===== src/clock_fanout_pkg.sv =====
// ============================================================================
// Purpose: Shared constants and types for the clock fanout select and enable
//          logic.
// Assumes: Registers are reached over a 32-bit Avalon-MM slave with byte
//          addressing on a four-bit address.
// Notes:   Every offset, field position, reset value and width lives here.
// ============================================================================
package clock_fanout_pkg;

   // =========================================================================
   // Bus geometry
   // =========================================================================
   localparam int unsigned DATA_W     = 32;
   localparam int unsigned ADDR_W     = 4;
   localparam int unsigned BYTE_EN_W  = 4;
   localparam int unsigned BANK_WIDTH = 4;

   // =========================================================================
   // Register offsets, byte addresses
   // =========================================================================
   localparam logic [3:0] CTRL_OFFSET   = 4'h0;
   localparam logic [3:0] STATUS_OFFSET = 4'h4;

   // =========================================================================
   // Control register fields
   // =========================================================================
   localparam int unsigned SEL_LSB        = 0;
   localparam int unsigned SEL_MSB        = 1;
   localparam int unsigned BANK_A_DIS_BIT = 2;
   localparam int unsigned BANK_B_DIS_BIT = 3;
   localparam int unsigned REF_EN_BIT     = 4;
   localparam int unsigned CTRL_BYTE_LANE = 0;

   // Reset values of the control fields.
   localparam logic [1:0] SEL_RESET      = 2'h0;
   localparam logic       BANK_DIS_RESET = 1'h1;
   localparam logic       REF_EN_RESET   = 1'h0;

   // =========================================================================
   // Status register fields
   // =========================================================================
   localparam int unsigned ST_OSC_RUN_BIT   = 0;
   localparam int unsigned ST_REF_DRIVE_BIT = 1;
   localparam int unsigned ST_LEVEL_BIT     = 2;
   localparam int unsigned ST_BANK_A_BIT    = 3;
   localparam int unsigned ST_BANK_B_BIT    = 4;

   // =========================================================================
   // Input selection codes
   // =========================================================================
   localparam logic [1:0] SEL_UNIV_0   = 2'h0;
   localparam logic [1:0] SEL_UNIV_1   = 2'h1;
   localparam int unsigned SEL_XTAL_BIT = 1;

   // Bus answer sequencer states.
   typedef enum logic {BUS_IDLE, BUS_ANSWER} bus_state_t;

endpackage : clock_fanout_pkg


===== src/clock_fanout_select_enable.sv =====
// ============================================================================
// Purpose: Control logic of an eight-output clock fanout buffer: input
//          selection, per-bank output disable and a reference output whose
//          enable is resynchronized to the selected input clock.
// Assumes: Clock pins are sampled on core_clk, which runs well above the
//          input clocks, so each input cycle spans many core cycles.
// Notes:   Software sets the straps through the control register; the status
//          register shows what the block is actually doing.
//
// How it works
// - Select 00 routes universal input 0, 01 universal input 1, 1x the crystal.
// - The crystal oscillator stays powered down while a universal input is chosen.
// - Choosing the crystal starts the oscillator and its clock reaches every output.
// - With the crystal chosen, enabled outputs carry the inverse of its level.
// - Universal inputs pass their level; floating or shorted pairs give a low output.
// - Each bank drives when its disable bit is 0, high impedance when 1.
// - The reference output carries a copy of the selected input clock.
// - The reference output is high impedance with enable 0, driving with enable 1.
// - The reference enable is resynchronized to the selected clock, avoiding runts.
// - Reference output starts driving within 3 selected clock cycles of enable rising.
// - Reference output goes high impedance within 3 cycles of enable falling.
// ============================================================================
//
// Our own choices: register access over Avalon-MM and the placing of the registers.
`timescale 1ns/1ps

module clock_fanout_select_enable #(
   parameter int unsigned BANK_WIDTH = clock_fanout_pkg::BANK_WIDTH
) (
   // Clock and reset.
   input  wire logic                                   core_clk,
   input  wire logic                                   rst,
   // Avalon-MM register slave.
   input  wire logic [clock_fanout_pkg::ADDR_W-1:0]    avs_address,
   input  wire logic                                   avs_read,
   input  wire logic                                   avs_write,
   input  wire logic [clock_fanout_pkg::DATA_W-1:0]    avs_writedata,
   input  wire logic [clock_fanout_pkg::BYTE_EN_W-1:0] avs_byteenable,
   output logic      [clock_fanout_pkg::DATA_W-1:0]    avs_readdata,
   output logic                                        avs_waitrequest,
   // Clock input pins: universal pairs true and complement, crystal single-ended.
   input  wire logic                                   universal_input_0,
   input  wire logic                                   universal_input_0_n,
   input  wire logic                                   universal_input_1,
   input  wire logic                                   universal_input_1_n,
   input  wire logic                                   crystal_input,
   // Crystal oscillator power control.
   output logic                                        osc_enable,
   // Differential bank A.
   output logic      [BANK_WIDTH-1:0]                  bank_a_out,
   output logic      [BANK_WIDTH-1:0]                  bank_a_out_n,
   output logic      [BANK_WIDTH-1:0]                  bank_a_oe,
   // Differential bank B.
   output logic      [BANK_WIDTH-1:0]                  bank_b_out,
   output logic      [BANK_WIDTH-1:0]                  bank_b_out_n,
   output logic      [BANK_WIDTH-1:0]                  bank_b_oe,
   // Single-ended reference output.
   output logic                                        ref_clock_output,
   output logic                                        ref_clock_output_oe
);

   // =========================================================================
   // Helper functions
   // =========================================================================

   // A universal pair reads high only when the true pin is high and the
   // complement low; a floating or shorted pair shows equal levels and reads
   // low.
   function automatic logic univ_level(input logic true_pin, input logic comp_pin);
      univ_level = true_pin & ~comp_pin;
   endfunction : univ_level

   // =========================================================================
   // Declarations
   // =========================================================================
   localparam int unsigned NPINS = 5;

   logic [NPINS-1:0]                    pin_meta_q;
   logic [NPINS-1:0]                    pin_sync_q;
   logic [1:0]                          sel_q;
   logic                                bank_a_dis_q;
   logic                                bank_b_dis_q;
   logic                                ref_en_q;
   clock_fanout_pkg::bus_state_t        bus_state_q;
   clock_fanout_pkg::bus_state_t        bus_state_d;
   logic                                level_q;
   logic                                level_prev_q;
   logic                                en_stage1_q;
   logic                                en_stage2_q;
   logic                                osc_enable_q;
   logic [BANK_WIDTH-1:0]               bank_a_out_q;
   logic [BANK_WIDTH-1:0]               bank_a_out_n_q;
   logic [BANK_WIDTH-1:0]               bank_a_oe_q;
   logic [BANK_WIDTH-1:0]               bank_b_out_q;
   logic [BANK_WIDTH-1:0]               bank_b_out_n_q;
   logic [BANK_WIDTH-1:0]               bank_b_oe_q;
   logic                                ref_out_q;
   logic                                ref_oe_q;
   logic [clock_fanout_pkg::DATA_W-1:0] readdata_q;
   logic [clock_fanout_pkg::DATA_W-1:0] readdata_d;
   logic                                waitrequest_q;

   wire logic                           u0_p_s;
   wire logic                           u0_n_s;
   wire logic                           u1_p_s;
   wire logic                           u1_n_s;
   wire logic                           xtal_s;
   wire logic                           xtal_chosen;
   wire logic                           xtal_level;
   wire logic                           level_d;
   wire logic                           sel_rise;
   wire logic                           sel_fall;
   wire logic                           bus_req;
   wire logic                           bus_take;
   wire logic                           hit_ctrl;
   wire logic                           hit_status;
   wire logic                           ctrl_wr;
   wire logic [clock_fanout_pkg::DATA_W-1:0] ctrl_word;
   wire logic [clock_fanout_pkg::DATA_W-1:0] status_word;

   // =========================================================================
   // Pin synchronizers
   // =========================================================================

   // Every clock pin comes from outside core_clk, so each passes two flops.
   always_ff @(posedge core_clk or posedge rst)
   begin
      if (rst)
      begin
         pin_meta_q <= '0;
         pin_sync_q <= '0;
      end
      else
      begin
         pin_meta_q <= {crystal_input, universal_input_1_n, universal_input_1,
                        universal_input_0_n, universal_input_0};
         pin_sync_q <= pin_meta_q;
      end
   end

   // Named views of the synchronized pins.
   assign u0_p_s = pin_sync_q[0];
   assign u0_n_s = pin_sync_q[1];
   assign u1_p_s = pin_sync_q[2];
   assign u1_n_s = pin_sync_q[3];
   assign xtal_s = pin_sync_q[4];

   // =========================================================================
   // Input selection
   // =========================================================================

   // The high select bit alone picks the crystal; the low bit is then ignored.
   assign xtal_chosen = sel_q[clock_fanout_pkg::SEL_XTAL_BIT];

   // A powered-down oscillator gives no clock, so its level counts only while
   // the oscillator runs.
   assign xtal_level = osc_enable_q & xtal_s;

   // Selected level: crystal inverted, else the chosen universal pair.
   assign level_d = xtal_chosen ? ~xtal_level :
                    (sel_q == clock_fanout_pkg::SEL_UNIV_1) ?
                       univ_level(u1_p_s, u1_n_s) :
                       univ_level(u0_p_s, u0_n_s);

   // Edges of the selected clock, seen after the registered level.
   assign sel_rise = level_q & ~level_prev_q;
   assign sel_fall = ~level_q & level_prev_q;

   // =========================================================================
   // Register bus decode
   // =========================================================================

   // A request is taken in idle; the answer cycle drops waitrequest.
   assign bus_req    = avs_read | avs_write;
   assign bus_take   = (bus_state_q == clock_fanout_pkg::BUS_IDLE) & bus_req;
   assign hit_ctrl   = (avs_address == clock_fanout_pkg::CTRL_OFFSET);
   assign hit_status = (avs_address == clock_fanout_pkg::STATUS_OFFSET);

   // A write lands on the edge where the master sees waitrequest low.
   assign ctrl_wr = (bus_state_q == clock_fanout_pkg::BUS_ANSWER) & avs_write & hit_ctrl &
                    avs_byteenable[clock_fanout_pkg::CTRL_BYTE_LANE];

   // Control word as software wrote it, unused bits zero.
   assign ctrl_word = clock_fanout_pkg::DATA_W'(
                         {ref_en_q, bank_b_dis_q, bank_a_dis_q, sel_q});

   // Status word shows the live state of the block, unused bits zero.
   assign status_word = clock_fanout_pkg::DATA_W'(
                           {~bank_b_dis_q, ~bank_a_dis_q, level_q, ref_oe_q,
                            osc_enable_q});

   // Read mux; unmapped addresses read zero.
   always_comb
   begin
      if (avs_read & hit_ctrl)
      begin
         readdata_d = ctrl_word;
      end
      else if (avs_read & hit_status)
      begin
         readdata_d = status_word;
      end
      else
      begin
         readdata_d = '0;
      end
   end

   // Answer sequencer: one wait cycle, then one answer cycle.
   always_comb
   begin
      bus_state_d = bus_state_q;
      case (bus_state_q)
         clock_fanout_pkg::BUS_IDLE:
         begin
            if (bus_req)
            begin
               bus_state_d = clock_fanout_pkg::BUS_ANSWER;
            end
         end
         clock_fanout_pkg::BUS_ANSWER:
         begin
            bus_state_d = clock_fanout_pkg::BUS_IDLE;
         end
         default:
         begin
            bus_state_d = clock_fanout_pkg::BUS_IDLE;
         end
      endcase
   end

   // Bus state, waitrequest and read data registers.
   always_ff @(posedge core_clk or posedge rst)
   begin
      if (rst)
      begin
         bus_state_q   <= clock_fanout_pkg::BUS_IDLE;
         waitrequest_q <= 1'h1;
         readdata_q    <= '0;
      end
      else
      begin
         bus_state_q   <= bus_state_d;
         waitrequest_q <= ~bus_take;
         readdata_q    <= bus_take ? readdata_d : readdata_q;
      end
   end

   // =========================================================================
   // Control register
   // =========================================================================

   // Select, bank disables and reference enable, written by software.
   always_ff @(posedge core_clk or posedge rst)
   begin
      if (rst)
      begin
         sel_q        <= clock_fanout_pkg::SEL_RESET;
         bank_a_dis_q <= clock_fanout_pkg::BANK_DIS_RESET;
         bank_b_dis_q <= clock_fanout_pkg::BANK_DIS_RESET;
         ref_en_q     <= clock_fanout_pkg::REF_EN_RESET;
      end
      else if (ctrl_wr)
      begin
         sel_q        <= avs_writedata[clock_fanout_pkg::SEL_MSB:clock_fanout_pkg::SEL_LSB];
         bank_a_dis_q <= avs_writedata[clock_fanout_pkg::BANK_A_DIS_BIT];
         bank_b_dis_q <= avs_writedata[clock_fanout_pkg::BANK_B_DIS_BIT];
         ref_en_q     <= avs_writedata[clock_fanout_pkg::REF_EN_BIT];
      end
   end

   // =========================================================================
   // Oscillator power
   // =========================================================================

   // The oscillator runs only while the crystal is selected.
   always_ff @(posedge core_clk or posedge rst)
   begin
      if (rst)
      begin
         osc_enable_q <= 1'h0;
      end
      else
      begin
         osc_enable_q <= xtal_chosen;
      end
   end

   // =========================================================================
   // Selected clock level
   // =========================================================================

   // Register the selected level and keep the previous one for edge finding.
   always_ff @(posedge core_clk or posedge rst)
   begin
      if (rst)
      begin
         level_q      <= 1'h0;
         level_prev_q <= 1'h0;
      end
      else
      begin
         level_q      <= level_d;
         level_prev_q <= level_q;
      end
   end

   // =========================================================================
   // Differential banks
   // =========================================================================

   // Both banks carry the selected clock; each disable bit releases its pins.
   always_ff @(posedge core_clk or posedge rst)
   begin
      if (rst)
      begin
         bank_a_out_q   <= '0;
         bank_a_out_n_q <= '0;
         bank_a_oe_q    <= '0;
         bank_b_out_q   <= '0;
         bank_b_out_n_q <= '0;
         bank_b_oe_q    <= '0;
      end
      else
      begin
         bank_a_out_q   <= {BANK_WIDTH{level_q}};
         bank_a_out_n_q <= {BANK_WIDTH{~level_q}};
         bank_a_oe_q    <= {BANK_WIDTH{~bank_a_dis_q}};
         bank_b_out_q   <= {BANK_WIDTH{level_q}};
         bank_b_out_n_q <= {BANK_WIDTH{~level_q}};
         bank_b_oe_q    <= {BANK_WIDTH{~bank_b_dis_q}};
      end
   end

   // =========================================================================
   // Reference output
   // =========================================================================

   // The enable steps through two stages on rising edges of the selected
   // clock, then takes effect on the following falling edge, when the output
   // is low, so neither turn-on nor turn-off can clip a high pulse.
   always_ff @(posedge core_clk or posedge rst)
   begin
      if (rst)
      begin
         en_stage1_q <= 1'h0;
         en_stage2_q <= 1'h0;
         ref_oe_q    <= 1'h0;
      end
      else
      begin
         if (sel_rise)
         begin
            en_stage1_q <= ref_en_q;
            en_stage2_q <= en_stage1_q;
         end
         if (sel_fall)
         begin
            ref_oe_q <= en_stage2_q;
         end
      end
   end

   // The reference output copies the selected level in step with its enable.
   always_ff @(posedge core_clk or posedge rst)
   begin
      if (rst)
      begin
         ref_out_q <= 1'h0;
      end
      else
      begin
         ref_out_q <= level_q;
      end
   end

   // =========================================================================
   // Output ports
   // =========================================================================

   // All outputs come straight from flops.
   assign avs_readdata        = readdata_q;
   assign avs_waitrequest     = waitrequest_q;
   assign osc_enable          = osc_enable_q;
   assign bank_a_out          = bank_a_out_q;
   assign bank_a_out_n        = bank_a_out_n_q;
   assign bank_a_oe           = bank_a_oe_q;
   assign bank_b_out          = bank_b_out_q;
   assign bank_b_out_n        = bank_b_out_n_q;
   assign bank_b_oe           = bank_b_oe_q;
   assign ref_clock_output    = ref_out_q;
   assign ref_clock_output_oe = ref_oe_q;

endmodule : clock_fanout_select_enable


===== config.mk =====
export PLATFORM = sky130hd
export DESIGN_NAME = clock_fanout_select_enable
export DESIGN_NICKNAME = d
export VERILOG_FILES = /design/src/clock_fanout_pkg.sv /design/src/clock_fanout_select_enable.sv
export SDC_FILE = /design/constraint.sdc
export NUM_CORES = 1
export LEC_CHECK = 0
export BUFFER_PORTS_ARGS = -buffer_cell sky130_fd_sc_hd__buf_2
export CAP_MARGIN = 10
export CORE_UTILIZATION = 43
export DETAILED_ROUTE_END_ITERATION = 8
export HOLD_SLACK_MARGIN = 0.05
export PLACE_DENSITY = 0.84
export SKIP_LAST_GASP = 1
export SLEW_MARGIN = 20
export SYNTH_ARGS = -nofsm -noshare
export SYNTH_HDL_FRONTEND = slang
export SYNTH_SLANG_ARGS = --single-unit

===== constraint.sdc =====
create_clock -name core_clk -period 1.85 [get_ports core_clk]
set_input_delay 0.2775 -clock core_clk [delete_from_list [all_inputs] [get_ports core_clk]]
set_output_delay 0.2775 -clock core_clk [all_outputs]
set_load 0.02 [all_outputs]

== After elaboration in Yosys (flattened, before gate mapping) ==
Cells that the tools add are included.
W data, S select, Z words.

* Word-level logic and storage cells: 49
* Register bits: 59

* Reductions and logical operators: 1
* Bitwise operators: 21
* Eq/ne operators: 2
* Mux-type cells: 6

{| class="wikitable"
|+ Operators by type and width
! kind !! number
|-
| $and A1 B1 Y1 || 11
|-
| $mux W5 || 2
|-
| $not A1 Y1 || 9
|-
| $eq A4 B3 Y1 const B || 1
|-
| $logic_not A4 Y1 || 1
|-
| $mux W1 || 3
|-
| $eq A2 B1 Y1 const B || 1
|-
| $pmux W1 S2 || 1
|-
| $or A1 B1 Y1 || 1
|}

== Depth between registers and ports, before layout ==
* Depth after elaboration: 4
* Mapped depth: 5
* Depth with buffers taken out: 3

== Worst setup path after synthesis ==
No wires, ideal clock.

* Path kind: input-to-reg
* Start: input port avs_address[2] in the netlist's numbering
* End: register ref_en_q
* Data required time: 1.725 ns
* Setup slack: 0.622 ns
* Cell stages on the path: 5
* Arrival time: 1.103 ns
* Path buffers: 2
* Cell sequence: buf_6 -> nor2b_2 -> and4_4 -> buf_6 -> mux2_4

* Longest elaborated chain between the ends: 3

{| class="wikitable"
|+ Ends and longest elaborated chain
! item !! line !! text
|-
| start, declared || clock_fanout_select_enable.sv:34 || <nowiki>input wire logic [clock_fanout_pkg::ADDR_W-1:0] avs_address,</nowiki>
|-
| $logic_not A4 Y1 || clock_fanout_select_enable.sv:176 || <nowiki>assign hit_ctrl = (avs_address == clock_fanout_pkg::CTRL_OFFSET);</nowiki>
|-
| $and A1 B1 Y1 (2 in series) || clock_fanout_select_enable.sv:180 || <nowiki>assign ctrl_wr = (bus_state_q == clock_fanout_pkg::BUS_ANSWER) & avs_write & hit_ctrl &</nowiki>
|-
| end signal, assigned || clock_fanout_select_enable.sv:261 || <nowiki>ref_en_q <= clock_fanout_pkg::REF_EN_RESET;</nowiki>
|-
| end signal, assigned || clock_fanout_select_enable.sv:268 || <nowiki>ref_en_q <= avs_writedata[clock_fanout_pkg::REF_EN_BIT];</nowiki>
|-
| end, declared || clock_fanout_select_enable.sv:83 || <nowiki>logic ref_en_q;</nowiki>
|}

No other way between the ends.
A chain may end at the register's enable or synchronous reset.

==> metrics.md <==
| Metric | Value |
|---|---|
| CTS tree | built |
| TNS Setup | 0 ps |
| Pre-CTS WS | 533 ps |
| Filler cells | 306 |
| Critical path's top delay family | flip-flops |
| Seq cells post-synth | 31 |
| Main synth FF type | dfrtp_1 |
| Seq/Total Area, Yosys | 53.2% |
| Vias in the first global route | 758 |
| Crit path kind | flip-flop to output port |
| Worst Path Required | 1570 ps |
| Finished Layout Cells | 208 |
| Slowest cell on crit path | dfrtp_1 |
| Worst relative slew slack | 64.9% |
| Area of the multi-input gates | 379 sq um |
| Fmax | 758 MHz |
| Crit-path max FO | 12 |
| Placed insts | 194 |
| Post-synth EDFFs | 0 |
| Tot Pwr | 0.00163 W |
| CTS buffer count | 5 |
| Worst-path clk slew | 80 ps |
| P&R area growth vs syn | 9.64% |
| Cts repair resizes | 0 |
| Final Setup Violations | 0 |
| DRC Markers | 0 |
| Final WL | 2110 um |
| Synth area leader | dfrtp_1 |
| Synth Instances | 122 |
| Area fraction of the dominant cell type after synthesis | 47.8% |
| Max VDD drop | 0.536 mV |
| Port Buffers | 51 |
| Worst setup EP type | output port |
| CTS sink cnt | 31 |
| Synth Cell Area | 1470 sq um |
| Cell with the most instances after synthesis | buf_4 |
| WP buf/inv | 1 |
| H-tree lvl count | 2 |
| Status | finished clean |
| Clk_lat worst skew | 330 ps |
| Number of cell rows | 20 |
| Count of final hold-check violations | 0 |
| Die Area | 3650 sq um |
| Antenna violation net count after detailed routing | 0 |
| RSZ-0062 raised after global routing | no |
| Postcts setup bufs | 0 |
| Post-layout nets | 212 |
| Starting Density | 46.5% |
| Die X | 60.4 um |
| GR Overflow Total | 0 |
| Worst slew pin tran | 526 ps |
| Iteration-0 DRC count of the detailed router | 10 |
| Core Box Area | 3150 sq um |
| Leakage power | 0.849 nW |
| Hold/Removal Path Class | input pin to flip-flop |
| GRT Total Usage | 13.8% |
| Vias | 852 |
| Fin. max-slew vios | 0 |
| Root Driver | clkbuf_4 |
| Initial antenna violation count | 0 |
| CTS max path bufs | 2 |
| Max-cap violations | 0 |
| YS warnings | 0 |
| Via/cell ratio | 4.10 |
| Largest stage delay, worst path | 500 ps |
| Setup WS post-layout | 530 ps |
| Final worst path period share | 71.4% |
| Worst Skew | 6.12 ps |
| Unique masters post-synth | 22 |
| Top cells by area, synth | dfrtp_1 48%, buf_4 25%, dfstp_2 5.4% |
| Ant diodes | 0 |
| First-pass DRT Iterations | 4 |
| DR WL/cell | 10.1 um |
| GPL Wtd Cong | 0.682 |
| First-pass GRT wire length | 3330 um |
| Final worst path period need | 1320 ps |
| Die Y-Extent | 60.4 um |
| Number of I/O pins | 109 |
| Synthesized area per cell | 12.0 sq um |
| Register area | 779 sq um |
| FFs w/ async S/R, synth | 100% |
| Pwr dens | 1010 nW/um^2 |
| CP Cell Sequence | buf_2 |
| Critical Path AT | 1040 ps |
| Largest net degree at the start of global routing | 32 |
| Synth top cells by count | 48 x buf_4, 28 x dfrtp_1, 6 x inv_1, 6 x nand2_1, 6 x o21ai_0 |
| Layout cell share with drive strength beyond 1 | 43.3% |
| CP Launch Type | flip-flop |
state kept, by name, indices dropped and copies added, names as in the netlist:
signal / count
bus_state_q: 1
sel_q: 2
bank_a_oe: 1
level_q: 1
bank_b_out: 1
osc_enable: 1
en_stage2_q: 1
pin_meta_q: 5
avs_readdata: 5
pin_sync_q: 5
bank_b_dis_q: 1
bank_b_out_n: 1
ref_clock_output_oe: 1
en_stage1_q: 1
avs_waitrequest: 1
bank_a_dis_q: 1
ref_en_q: 1
bank_b_oe: 1
area by class of cell:
cell class / count / area share, %
well taps: 44 / 3.42
inverters: 6 / 1.40
flip-flops and latches: 31 / 48.5
repair buffers: 58 / 20.1
clock buffers: 8 / 3.04
multi-input cells: 61 / 23.6
logic make-up (layout without fill, tap and decap cells):
| kind of cell | count (synthesis) | in the layout | share of synthesized area, % |
|---|---|---|---|
| other cells | 1 | 27 | 0.256 |
| mux | 11 | 11 | 9.39 |
| flops | 31 | 31 | 53.2 |
| compound gates | 11 | 11 | 4.69 |
| simple gates | 12 | 12 | 4.86 |
| buf+inv | 56 | 72 | 27.6 |
per-layer routing:
metal  part of all wire (%)  global-route usage [%]  wire (um)  up-vias
li1                       -                       -          -      399
met1                     36                    13.9        763      390
met2                     52                    23.4       1100       58
met3                    9.6                    7.04        202        5
met4                    1.9                    6.98         41        0
met5                      0                       0          0        -
worst reg2reg max path: stages, from the launching register on:
cell	delay, ps
dfrtp_1	480
nor2_1	180
mux2_2	360
per-stage QoR:
step / hold slack, ps / instance area, sq um / util (%)
CTS: 159 / 1610 / 51.0
global route: 155 / 1610 / 51.0
global placement: 332 / 1500 / 47.5
finish: 181 / 1610 / 51.0
floorplan: 309 / 1560 / -
detailed placement: 337 / 1500 / 47.5
timing repair:
action	CTS	global route
setup endpoints to repair	0	0
hold buffers	6	0
hold endpoints to repair	33	0
power by group:
group,switching [W],internal (W)
clock,0.000206,0.000151
combinational,0.000288,0.000161
sequential,0.0000622,0.000764
layout by cell type (no fill, tap or decap), types with 2 or more instances in the layout:
cell and count:
buf_2 51, clkbuf_1 3, clkbuf_4 5, conb_1 27, dfrtp_1 28, dfstp_2 3, dlygate4sd3_1 6, inv_1 6
mux2_2 2, mux2_4 5, mux2i_1 4, nand2_1 6, o21ai_0 6
worst paths after layout:
path	from	endpoint	slack, ps	depth (start not counted)
min in group asynchronous	rst	pin_meta_q[1]	550	4
max in group asynchronous	rst	bank_b_dis_q	980	4
worst min register to register	pin_meta_q[3]	pin_sync_q[3]	350	0
worst min-delay path	avs_writedata[4]	ref_en_q	180	2
worst max register to register	bank_b_out[0]	en_stage2_q	720	2
worst max-delay path	bank_b_out[0]	bank_a_out[2]	530	1
Note: power is estimated with default switching activity, not from simulation.
